File: config.mk
export PLATFORM = sky130hd
export DESIGN_NAME = uarx_top
export DESIGN_NICKNAME = d
export VERILOG_FILES = /design/src/uarx_baud.v /design/src/uarx_tx.v /design/src/uarx_top.v
export VERILOG_INCLUDE_DIRS = /design/src
export SDC_FILE = /design/constraint.sdc
export NUM_CORES = 1
export LEC_CHECK = 0
export ABC_AREA = 1
export BUFFER_PORTS_ARGS = -buffer_cell sky130_fd_sc_hd__buf_4
export CORE_AREA = 4 4 129 131
export DETAILED_ROUTE_END_ITERATION = 12
export DIE_AREA = 0 0 133 135
export PLACE_DENSITY = 0.78
export SLEW_MARGIN = 10
export SYNTH_ARGS = -nofsm -noshare
export SYNTH_HDL_FRONTEND = slang
export SYNTH_SLANG_ARGS = --single-unit
File: constraint.sdc
create_clock -name clk_i -period 3.1 [get_ports clk_i]
set_clock_uncertainty 0.15 [all_clocks]
set_input_delay 0.155 -clock clk_i [delete_from_list [all_inputs] [get_ports clk_i]]
set_output_delay 0.155 -clock clk_i [all_outputs]
set_load 0.01 [all_outputs]
File: src/uarx_defs.vh
// register map, field positions, reset values and bit timing for the receive-path port
`ifndef UARX_DEFS_VH
`define UARX_DEFS_VH
`define UARX_OFS_MODE 8'h00
`define UARX_OFS_STA 8'h04
`define UARX_OFS_TX 8'h08
`define UARX_OFS_RX 8'h0c
`define UARX_OFS_BRG 8'h10
`define UARX_MODE_STOP_COUNT_SELECT 0
`define UARX_MODE_DATA_PARITY_SELECT_LO 1
`define UARX_MODE_DATA_PARITY_SELECT_HI 2
`define UARX_MODE_LOOP 6
`define UARX_MODE_WAKE 7
`define UARX_MODE_HS_LO 8
`define UARX_MODE_HS_HI 9
`define UARX_MODE_EN 15
`define UARX_STA_RXDA 0
`define UARX_STA_OERR 1
`define UARX_STA_FRAMING_ERROR_FLAG 2
`define UARX_STA_PERR 3
`define UARX_STA_RX_SHIFTER_IDLE 4
`define UARX_STA_ADDRESS_MATCH_FILTER_EN 5
`define UARX_STA_ISEL_LO 6
`define UARX_STA_ISEL_HI 7
`define UARX_STA_TXFULL 9
`define UARX_STA_TXEN 10
`define UARX_MODE_RST 16'h0000
`define UARX_STA_WR_RST 16'h0000
`define UARX_BRG_RST 16'h0000
`define UARX_PD_9BIT 2'b11
`define UARX_PD_ODD 2'b10
`define UARX_PD_NONE 2'b00
`define UARX_HS_NONE 2'b00
`define UARX_HS_RTS 2'b01
`define UARX_HS_FLOW 2'b10
`define UARX_HS_BCLK 2'b11
`define UARX_SAMPLE_TICK 4'h7
`define UARX_FIFO_DEPTH 3'h4
`endif

File: src/uarx_baud.v
// 16x baud tick divider
`timescale 1ns/100ps
`include "uarx_defs.vh"
module uarx_baud (
	input wire clk_i,
	input wire rst_i,
	input wire en_i,
	input wire [15:0] div_i,
	output reg tick_o
);
	reg [15:0] cnt_q;

	// tick once every div_i+1 cycles; divider zero gives a tick every cycle
	always @(posedge clk_i) begin
		if (rst_i || !en_i) begin
			cnt_q <= 16'h0000;
			tick_o <= 1'b0;
		end else if (cnt_q >= div_i) begin
			cnt_q <= 16'h0000;
			tick_o <= 1'b1;
		end else begin
			cnt_q <= cnt_q + 16'h0001;
			tick_o <= 1'b0;
		end
	end
endmodule // uarx_baud

File: src/uarx_tx.v
// frame transmitter: start, 8 or 9 data bits, optional parity, one or two stop bits
`timescale 1ns/100ps
`include "uarx_defs.vh"
module uarx_tx (
	input wire clk_i,
	input wire rst_i,
	input wire tick_i,
	input wire start_i,
	input wire [8:0] data_i,
	input wire [1:0] data_parity_select_i,
	input wire two_stop_i,
	output reg line_o,
	output reg busy_o
);
	reg [11:0] frame_q;
	reg [3:0] left_q;
	reg [3:0] cnt_q;
	wire par_bit;

	// even parity for 01, odd parity for 10
	assign par_bit = (^data_i[7:0]) ^ (data_parity_select_i == `UARX_PD_ODD);

	// frame bits shift out lsb first after the start bit; line idles high
	always @(posedge clk_i) begin
		if (rst_i) begin
			frame_q <= 12'hfff;
			left_q <= 4'h0;
			cnt_q <= 4'h0;
			line_o <= 1'b1;
			busy_o <= 1'b0;
		end else if (!busy_o) begin
			if (start_i) begin
				busy_o <= 1'b1;
				line_o <= 1'b0;
				cnt_q <= 4'h0;
				if (data_parity_select_i == `UARX_PD_9BIT) begin
					frame_q <= {3'b111, data_i};
				end else if (data_parity_select_i == `UARX_PD_NONE) begin
					frame_q <= {4'b1111, data_i[7:0]};
				end else begin
					frame_q <= {3'b111, par_bit, data_i[7:0]};
				end
				left_q <= (data_parity_select_i == `UARX_PD_NONE)
					? (two_stop_i ? 4'ha : 4'h9) : (two_stop_i ? 4'hb : 4'ha);
			end
		end else if (tick_i) begin
			cnt_q <= cnt_q + 4'h1;
			if (cnt_q == 4'hf) begin
				if (left_q == 4'h0) begin
					busy_o <= 1'b0;
					line_o <= 1'b1;
				end else begin
					line_o <= frame_q[0];
					frame_q <= {1'b1, frame_q[11:1]};
					left_q <= left_q - 4'h1;
				end
			end
		end
	end
endmodule // uarx_tx

File: src/uarx_top.v
// serial port with address filtering, break reception and internal loopback
//
// Our own choices: the Wishbone slave port and the placing of the registers.
`timescale 1ns/100ps
`include "uarx_defs.vh"
module uarx_top (
	input wire clk_i,
	input wire rst_i,
	input wire wb_cyc_i,
	input wire wb_stb_i,
	input wire wb_we_i,
	input wire [7:0] wb_adr_i,
	input wire [3:0] wb_sel_i,
	input wire [31:0] wb_dat_i,
	output reg [31:0] wb_dat_o,
	output reg wb_ack_o,
	input wire serial_in_pin_i,
	output reg serial_out_pin_o,
	input wire clear_to_send_in_n_i,
	output reg request_to_send_out_n_o,
	output reg baud_x16_clock_out_o,
	output reg rx_event_o
);
	localparam ST_IDLE = 3'h0;
	localparam ST_START = 3'h1;
	localparam ST_DATA = 3'h2;
	localparam ST_PAR = 3'h3;
	localparam ST_STOP = 3'h4;
	localparam ST_STOP2 = 3'h5;
	localparam ST_HOLD = 3'h6;

	reg [15:0] mode_q;
	reg [15:0] sta_q;
	reg [15:0] brg_q;
	reg [8:0] txbuf_q;
	reg tx_full_q;
	reg [10:0] fifo_mem [0:3];
	reg [1:0] wr_ptr_q;
	reg [1:0] rd_ptr_q;
	reg [2:0] count_q;
	reg [2:0] state_q;
	reg [3:0] cnt_q;
	reg [3:0] idx_q;
	reg [8:0] shift_q;
	reg stop_low_q;
	reg perr_q;
	reg oerr_q;
	integer i;

	wire tick;
	wire tx_line;
	wire tx_busy;
	wire en = mode_q[`UARX_MODE_EN];
	wire loop = mode_q[`UARX_MODE_LOOP];
	wire [1:0] data_parity_select =
		mode_q[`UARX_MODE_DATA_PARITY_SELECT_HI:`UARX_MODE_DATA_PARITY_SELECT_LO];
	wire [1:0] hs = mode_q[`UARX_MODE_HS_HI:`UARX_MODE_HS_LO];
	wire [1:0] isel = sta_q[`UARX_STA_ISEL_HI:`UARX_STA_ISEL_LO];
	wire address_match_filter_en = sta_q[`UARX_STA_ADDRESS_MATCH_FILTER_EN];
	wire nine = (data_parity_select == `UARX_PD_9BIT);
	wire par_en = (data_parity_select != `UARX_PD_NONE) && !nine;
	wire two_stop = mode_q[`UARX_MODE_STOP_COUNT_SELECT];
	wire [3:0] last_idx = nine ? 4'h8 : 4'h7;
	// in loopback the receive pin is cut off; the transmit pin still drives
	wire rx_line = loop ? tx_line : serial_in_pin_i;
	// in loopback internal cts follows rts in every config; only config 10 looks at it
	wire cts_n_int = loop ? request_to_send_out_n_o : clear_to_send_in_n_i;
	wire cts_ok = (hs == `UARX_HS_FLOW) ? !cts_n_int : 1'b1;
	wire tx_start = en && sta_q[`UARX_STA_TXEN] && tx_full_q && !tx_busy && cts_ok;
	wire sample = tick && (cnt_q == `UARX_SAMPLE_TICK);
	wire bus_req = wb_cyc_i && wb_stb_i && !wb_ack_o;
	wire bus_wr = bus_req && wb_we_i;
	wire [2:0] reg_sel = decode(wb_adr_i);
	wire pop = bus_req && !wb_we_i && (reg_sel == 3'h4) && (count_q != 3'h0);
	wire [10:0] top_word = fifo_mem[rd_ptr_q];

	// register index from byte address; 0 means unmapped
	function [2:0] decode;
		input [7:0] adr;
		begin
			case (adr)
				`UARX_OFS_MODE: decode = 3'h1;
				`UARX_OFS_STA: decode = 3'h2;
				`UARX_OFS_TX: decode = 3'h3;
				`UARX_OFS_RX: decode = 3'h4;
				`UARX_OFS_BRG: decode = 3'h5;
				default: decode = 3'h0;
			endcase
		end
	endfunction

	// byte-lane merge for the 16-bit registers
	function [15:0] merge;
		input [15:0] old;
		input [31:0] dat;
		input [3:0] sel;
		begin
			merge = {sel[1] ? dat[15:8] : old[15:8], sel[0] ? dat[7:0] : old[7:0]};
		end
	endfunction

	// end-of-frame decisions, taken when the last stop bit is sampled
	reg frame_done;
	reg frame_bad_stop;
	reg drop;
	reg push;
	reg set_oerr;
	reg fire;
	reg [2:0] cnt_after;
	always @* begin
		frame_done = 1'b0;
		if (sample && ((state_q == ST_STOP && !two_stop) || state_q == ST_STOP2)) begin
			frame_done = 1'b1;
		end
		frame_bad_stop = stop_low_q || !rx_line;
		drop = nine && address_match_filter_en && !shift_q[8];
		push = frame_done && !drop && !oerr_q && (count_q != `UARX_FIFO_DEPTH);
		set_oerr = frame_done && !drop && (count_q == `UARX_FIFO_DEPTH);
		cnt_after = count_q + 3'h1;
		case (isel)
			2'b00: fire = 1'b1;
			2'b01: fire = 1'b1;
			2'b10: fire = (cnt_after >= 3'h3);
			2'b11: fire = (cnt_after == `UARX_FIFO_DEPTH);
			default: fire = 1'b1;
		endcase
	end

	uarx_baud u_baud (
		.clk_i(clk_i),
		.rst_i(rst_i),
		.en_i(en),
		.div_i(brg_q),
		.tick_o(tick)
	);

	uarx_tx u_tx (
		.clk_i(clk_i),
		.rst_i(rst_i),
		.tick_i(tick),
		.start_i(tx_start),
		.data_i(txbuf_q),
		.data_parity_select_i(data_parity_select),
		.two_stop_i(two_stop),
		.line_o(tx_line),
		.busy_o(tx_busy)
	);

	// receive shifter; all counting is in 16x ticks, sampling mid bit
	always @(posedge clk_i) begin
		if (rst_i || !en) begin
			state_q <= ST_IDLE;
			cnt_q <= 4'h0;
			idx_q <= 4'h0;
			shift_q <= 9'h000;
			stop_low_q <= 1'b0;
			perr_q <= 1'b0;
		end else if (tick) begin
			cnt_q <= cnt_q + 4'h1;
			case (state_q)
				ST_IDLE: begin
					cnt_q <= 4'h0;
					if (!rx_line) begin
						state_q <= ST_START;
					end
				end
				ST_START: begin
					// a glitch shorter than half a bit is not a start
					if (sample) begin
						state_q <= rx_line ? ST_IDLE : ST_DATA;
						idx_q <= 4'h0;
						shift_q <= 9'h000;
						stop_low_q <= 1'b0;
						perr_q <= 1'b0;
					end
				end
				ST_DATA: begin
					if (sample) begin
						shift_q[idx_q] <= rx_line;
						idx_q <= idx_q + 4'h1;
						if (idx_q == last_idx) begin
							state_q <= par_en ? ST_PAR : ST_STOP;
						end
					end
				end
				ST_PAR: begin
					if (sample) begin
						perr_q <= (^shift_q[7:0]) ^ rx_line
							^ (data_parity_select == `UARX_PD_ODD);
						state_q <= ST_STOP;
					end
				end
				ST_STOP: begin
					if (sample) begin
						stop_low_q <= !rx_line;
						if (two_stop) begin
							state_q <= ST_STOP2;
						end
					end
				end
				ST_STOP2: begin
				end
				ST_HOLD: begin
					// wake mode: the low line is not taken as the next start
					if (rx_line) begin
						state_q <= ST_IDLE;
					end
				end
				default: state_q <= ST_IDLE;
			endcase
			// a long break also ends here, after the programmed frame length
			if (frame_done) begin
				if (frame_bad_stop && mode_q[`UARX_MODE_WAKE]) begin
					state_q <= ST_HOLD;
				end else begin
					state_q <= ST_IDLE;
				end
			end
		end
	end

	// receive fifo; clearing the overrun flag empties it
	always @(posedge clk_i) begin
		if (rst_i || (bus_wr && reg_sel == 3'h2 && wb_sel_i[0]
			&& !wb_dat_i[`UARX_STA_OERR] && oerr_q)) begin
			wr_ptr_q <= 2'h0;
			rd_ptr_q <= 2'h0;
			count_q <= 3'h0;
			for (i = 0; i < 4; i = i + 1) begin
				fifo_mem[i] <= 11'h000;
			end
		end else begin
			if (push) begin
				// break arrives here as all zeros with the framing flag
				fifo_mem[wr_ptr_q] <= {perr_q, frame_bad_stop, shift_q};
				wr_ptr_q <= wr_ptr_q + 2'h1;
			end
			if (pop) begin
				rd_ptr_q <= rd_ptr_q + 2'h1;
			end
			if (push && !pop) begin
				count_q <= count_q + 3'h1;
			end else if (pop && !push) begin
				count_q <= count_q - 3'h1;
			end
		end
	end

	// control registers; the overrun set beats a same-cycle software clear
	always @(posedge clk_i) begin
		if (rst_i) begin
			mode_q <= `UARX_MODE_RST;
			sta_q <= `UARX_STA_WR_RST;
			brg_q <= `UARX_BRG_RST;
			txbuf_q <= 9'h000;
			tx_full_q <= 1'b0;
			oerr_q <= 1'b0;
		end else begin
			if (tick && state_q == ST_HOLD && rx_line && shift_q == 9'h000) begin
				mode_q[`UARX_MODE_WAKE] <= 1'b0;
			end
			if (tx_start) begin
				tx_full_q <= 1'b0;
			end
			if (bus_wr && reg_sel == 3'h1) begin
				mode_q <= merge(mode_q, wb_dat_i, wb_sel_i);
			end
			if (bus_wr && reg_sel == 3'h2) begin
				sta_q <= merge(sta_q, wb_dat_i, wb_sel_i);
				if (wb_sel_i[0] && !wb_dat_i[`UARX_STA_OERR]) begin
					oerr_q <= 1'b0;
				end
			end
			if (bus_wr && reg_sel == 3'h3) begin
				// a write while a word waits replaces it
				txbuf_q <= wb_dat_i[8:0];
				tx_full_q <= 1'b1;
			end
			if (bus_wr && reg_sel == 3'h5) begin
				brg_q <= merge(brg_q, wb_dat_i, wb_sel_i);
			end
			if (set_oerr && tick) begin
				oerr_q <= 1'b1;
			end
		end
	end

	// wishbone answer: ack one cycle after the request, read data with it
	always @(posedge clk_i) begin
		if (rst_i) begin
			wb_ack_o <= 1'b0;
			wb_dat_o <= 32'h00000000;
		end else begin
			wb_ack_o <= bus_req;
			wb_dat_o <= 32'h00000000;
			if (bus_req && !wb_we_i) begin
				case (reg_sel)
					3'h1: wb_dat_o <= {16'h0000, mode_q};
					3'h2: wb_dat_o <= {16'h0000, 5'h00, sta_q[`UARX_STA_TXEN],
						tx_full_q, 1'b0, isel, address_match_filter_en,
						state_q == ST_IDLE, top_word[10], top_word[9],
						oerr_q, count_q != 3'h0};
					3'h3: wb_dat_o <= {23'h0, txbuf_q};
					3'h4: wb_dat_o <= {23'h0, top_word[8:0]};
					3'h5: wb_dat_o <= {16'h0000, brg_q};
					default: wb_dat_o <= 32'h00000000;
				endcase
			end
		end
	end

	// pins and receive event, all registered
	always @(posedge clk_i) begin
		if (rst_i) begin
			serial_out_pin_o <= 1'b1;
			request_to_send_out_n_o <= 1'b1;
			baud_x16_clock_out_o <= 1'b0;
			rx_event_o <= 1'b0;
		end else begin
			serial_out_pin_o <= tx_line;
			// rts asks for data while the fifo has room; inactive in configs 00 and 11
			if (en && (hs == `UARX_HS_RTS || hs == `UARX_HS_FLOW)) begin
				request_to_send_out_n_o <= (count_q == `UARX_FIFO_DEPTH);
			end else begin
				request_to_send_out_n_o <= 1'b1;
			end
			if (hs == `UARX_HS_BCLK && en) begin
				if (tick) begin
					baud_x16_clock_out_o <= !baud_x16_clock_out_o;
				end
			end else begin
				baud_x16_clock_out_o <= 1'b0;
			end
			rx_event_o <= push && tick && fire;
		end
	end
endmodule // uarx_top

Yosys cells after proc, flatten, opt, wreduce, memory -nomap -nowiden. Memories as Yosys holds them, arrays and structs flattened. A register that Yosys moved wholly into a read port is not among the register bits. Cells that the tools add are included.

$mul: 0. Add/subtract/negate cells: 9. Eq/ne operators: 46. Divide/modulo/power cells: 0. Muxes and demuxes: 84. Order comparisons: 4. Reductions and logical operators: 100. Shift operators: 0. Bitwise gates (word level): 6.

Operators by type and width (count): one-hot mux 16 bit (5 select lines) (1); 2-to-1 mux 12 bit (6); 2-to-1 mux 4 bit (13); logical AND 1 bit (40); 2-to-1 mux 3 bit (13); 2-to-1 mux 1 bit (31); 2-to-1 mux 9 bit (3); != test 3 bit (second input constant) (9); == test 3 bit (second input constant) (7); one-hot mux 3 bit (7 select lines) (1); nonzero test 2 bit (10); != test 2 bit (second input constant) (9); one-hot mux 9 bit (2 select lines) (1); AND reduction 2 bit (9); adder 16 x 1 -> 16 bit (second input constant) (1); == test 8 x 4 -> 1 bit (second input constant) (2); >= comparator 16 bit (1); 2-to-1 mux 8 bit (2); AND reduction 4 bit (4); XOR reduction 8 bit (2); zero test 1 bit (15); one-hot mux 3 bit (5 select lines) (1); adder 4 x 1 -> 4 bit (second input constant) (3); == test 2 bit (second input constant) (6); 35 further kinds (59).

Register bits after elaboration: 159. Bits in writable memories: 44. Memories kept: 1. Output and inout port bits: 37. Latch bits: 0. ROM bits: 0.

Memory list: fifo_mem (words 4, bits a word 11, rd ports 1, clocked after memory_dff 1, wr ports 4, line uarx_top.v:37) `reg [10:0] fifo_mem [0:3];`.

Longest topological paths before layout.
Depth after elaboration: 13. Gate-level depth with buffers: 12. Depth with buffers taken out: 12.

By module. Synthesis repeated with hierarchy kept, for this count alone.

Cell total of the unflattened synthesis: 1237. Area total of the unflattened synthesis: 9331.4 µm².

Modules (own cells, without submodules): uarx_top (area an instance 6934.2 µm², instances 1, cells each 897); uarx_baud (area an instance 1217.4 µm², instances 1, cells each 160); uarx_tx (area an instance 1179.9 µm², instances 1, cells each 180).

Least setup slack after synthesis. OpenSTA, ideal clock, no wires.

Kind: register to register. Start: register count_q[0]. End: memory fifo_mem[0][0] (enable). Buffers on the path: 1. Data required time: 2605 ps. Library setup time: 345 ps. Setup slack: 805 ps. Stages on the path, launching flop included: 13. Data arrival time: 1800 ps. Cells stage by stage: dfxtp_1 -> inv_1 -> ha_1 -> nand2_1 -> inv_1 -> nor2_1 -> nand4_4 -> clkinv_2 -> nand2_2 -> nor2_4 -> nand2_2 -> buf_6 -> nand2_1.

RTL lines: start: declaration (line uarx_top.v:40) `reg [2:0] count_q;`; start signal: assignment (line uarx_top.v:242) `count_q <= count_q + 3'h1;`; start signal: assignment (line uarx_top.v:244) `count_q <= count_q - 3'h1;`; end: declaration (line uarx_top.v:37).

==> flow_metrics.tcl <==
set metrics [dict create \
    grt_overflow_total 0 \
    finalCriticalPeriod_ps 2810 \
    vias 7971 \
    avgSynthCellArea_um2 7.61 \
    leakage_nw 4.24 \
    synth_warnings 0 \
    critPathTopFamily "simple AND/OR/NAND/NOR gates" \
    routed_wl_um 22400 \
    wl_per_cell_um 15.1 \
    drcViolationCount 0 \
    slew_headroom_pct 49.4 \
    ys_types 44 \
    cts-root-buf "clkbuf_16" \
    final_common_cell "nand2_1" \
    maxCapViolCount 0 \
    drtAntennaViolNets 0 \
    clock_sinks 179 \
    slowest_stage "nand2_1" \
    avgViaCountPerCell 5.37 \
    finalCritPeriodShare_pct 90.6 \
    rows 46 \
    crit_fanout 12 \
    layout-drive-gt1-share_pct 9.94 \
    fp.dieW_um 133 \
    power_mw 4.73 \
    drt_iter0_drc 979 \
    setup_viol 0 \
    rsz0062_at_grt "false" \
    min_path_type "primary input to register" \
    grt_max_degree 35 \
    num_antenna_cells 0 \
    grt_pass1_vias 7577 \
    cp_cell_sequence "inv_1, ha_1, nand2_1, inv_1, nor2_1, nand4_4, clkinv_2, nand2_2, nor2_4, nand2_2, nand2_1" \
    dp_hpwl_um 15800 \
    setup_tns_ps 0 \
    nets 1346 \
    worstMarginPinSlew_ps 756 \
    synthTopCellsByArea "dfxtp_1 30%, edfxtp_1 15%, nand2_1 10%" \
    dpl.cell_count 1417 \
    h-tree-depth 4 \
    grt_pass1_wl_um 36700 \
    dieArea_um2 18000 \
    ctsResizeCount 0 \
    stdcell_area_um2 10400 \
    drv_slew 0 \
    hold_viol 0 \
    cts_buffers 17 \
    insertion_delay_ps 440 \
    end_kind "register" \
    core_um2 15600 \
    outcome "complete, no violations" \
    startpoint_type "register" \
    numPortBuffers 53 \
    hold_ws_ps 66.1 \
    grt_usage_pct 25.5 \
    drtPass1Iterations 7 \
    syn_area_um2 8930 \
    yosysTopAreaCell "dfxtp_1" \
    synth_cells 1174 \
    final_cell_mix "242 x nand2_1, 164 x nor2_1, 135 x dfxtp_1" \
    die_h_um 135 \
    timing.fmax_mhz 356 \
    clkTransAtPathRegs_ps 70 \
    max-clock-path-buffers 2 \
    wl_met1_um 9590 \
    final_cells 1483 \
    post-synth-top-area-fraction_pct 30.3 \
    routabilityCongestion 0.921 \
    area_delta_synth_final_pct 16.1 \
    crit_arrival_ps 2740 \
    antenna_found_initial 0 \
    boundaryPins 88 \
    initial_core_util_pct 57.2 \
    synth-seq-cells 179 \
    critical_path_buf_inv_count 3 \
    dr_wl_met2_um 10300 \
    critPathRequiredTime_ps 3030 \
    seq_area_frac_synth_pct 45.1 \
    cellPowerDensity_nw_per_um2 456 \
    met3_length_um 1710 \
    max_stage_delay_ps 410 \
    place_area_um2 9440 \
    peakVddDrop_mv 0.305 \
    worstSetupPathType "register to register" \
    top_layer_used "met4" \
    cts_tree "done" \
]
routing by layer:
layer / vias to the layer above / GRT usage (%)
li1: 3961 / -
met1: 3651 / 33.7
met2: 293 / 41.6
met3: 66 / 4.81
met4: 0 / 10.6
met5: - / 0
state kept, by name, summed over array words and instances, names as in the netlist, 4 cells and up, named ones only:
signal / count
u_tx.frame_q: 9
mode_q: 16
fifo_mem: 44
sta_q: 4
u_baud.cnt_q: 16
shift_q: 9
u_tx.cnt_q: 4
idx_q: 4
brg_q: 16
txbuf_q: 9
cnt_q: 4
u_tx.left_q: 4
wb_dat_o: 16
what timing repair did:
item | in CTS | in global routing
hold buffers | 34 | 0
setup buffers | 0 | 0
hold endpoints to repair | 53 | 0
synthesized netlist by cell type (all sizes together):
cell type    n
conb         1
or2          3
ha          41
o41ai        1
o21a         1
a21oi       89
o21bai       1
mux2         1
inv        137
and3         1
xor2        20
nand4       14
dfxtp      135
nand3       67
o221ai       2
nor3        15
o31ai        2
clkinv       2
clkbuf      19
nand2      247
mux2i        1
nor2       170
xnor2        6
o21ai       93
edfxtp      44
buf         31
a31oi        3
o211ai       6
nand2b       1
o22ai       16
a211oi       4
area by class of cell:
type | instances | area [um^2]
tap | 216 | 270
clock buffer | 19 | 464
clock inverter | 13 | 123
sequential | 179 | 4020
multi-input combinational | 821 | 4160
fill | 1288 | 5230
timing repair buffer | 96 | 806
inverter | 139 | 523
report_power, final:
| group | leakage, nW | internal [mW] | switching, mW | total (mW) |
|---|---|---|---|---|
| logic | 2.44 | 0.0628 | 0.103 | 0.165 |
| clock network | 0.286 | 1.19 | 0.957 | 2.14 |
| registers | 1.51 | 2.41 | 0.00926 | 2.42 |
worst paths after layout:
check                            endpoint  depth (start not counted)                    start  slack, ps
min reg2reg       wb_dat_o[15]$_SDFF_PP0_                          2  mode_q[15]$_SDFFE_PP0P_        310
max reg2reg  fifo_mem[1][7]$_SDFFCE_PN0P_                         11  count_q[0]$_SDFFE_PP0P_        290
min               txbuf_q[1]$_SDFFE_PP0P_                          5              wb_adr_i[2]         70
max          fifo_mem[1][7]$_SDFFCE_PN0P_                         11  count_q[0]$_SDFFE_PP0P_        290
cell families (layout without fill, tap and decap cells):
logic type               count (synthesis)  in the layout  synth area share [%]
multiplexers                             2              2                 0.238
other                                    1             16                0.0420
buffers and inverters                  189            267                  9.01
flip-flops                             179            179                  45.1
adder cells (fa/ha/maj)                 41             41                  5.75
XOR/XNOR                                26             26                  2.55
AO/OA/AOI/OAI                          218            218                  13.0
AND/OR/NAND/NOR                        518            518                  24.3
per-stage QoR:
| stage | setup slack (ps) | util [%] |
|---|---|---|
| floorplan | 805 | - |
| global placement | 398 | 60.5 |
| detailed placement | 322 | 60.5 |
| CTS | 315 | 66.5 |
| global route | 89.6 | 66.5 |
| finish | 291 | 66.5 |
worst register-to-register path, cell delays in order, from the launching register on:
cell and delay [ps]:
dfxtp_1 390, inv_1 120, ha_1 240, nand2_1 110, inv_1 70, nor2_1 170, nand4_4 140, clkinv_2 120
nand2_2 190, nor2_4 170, nand2_2 170, nand2_1 410
No activity file was read; power rests on OpenSTA's default activity.
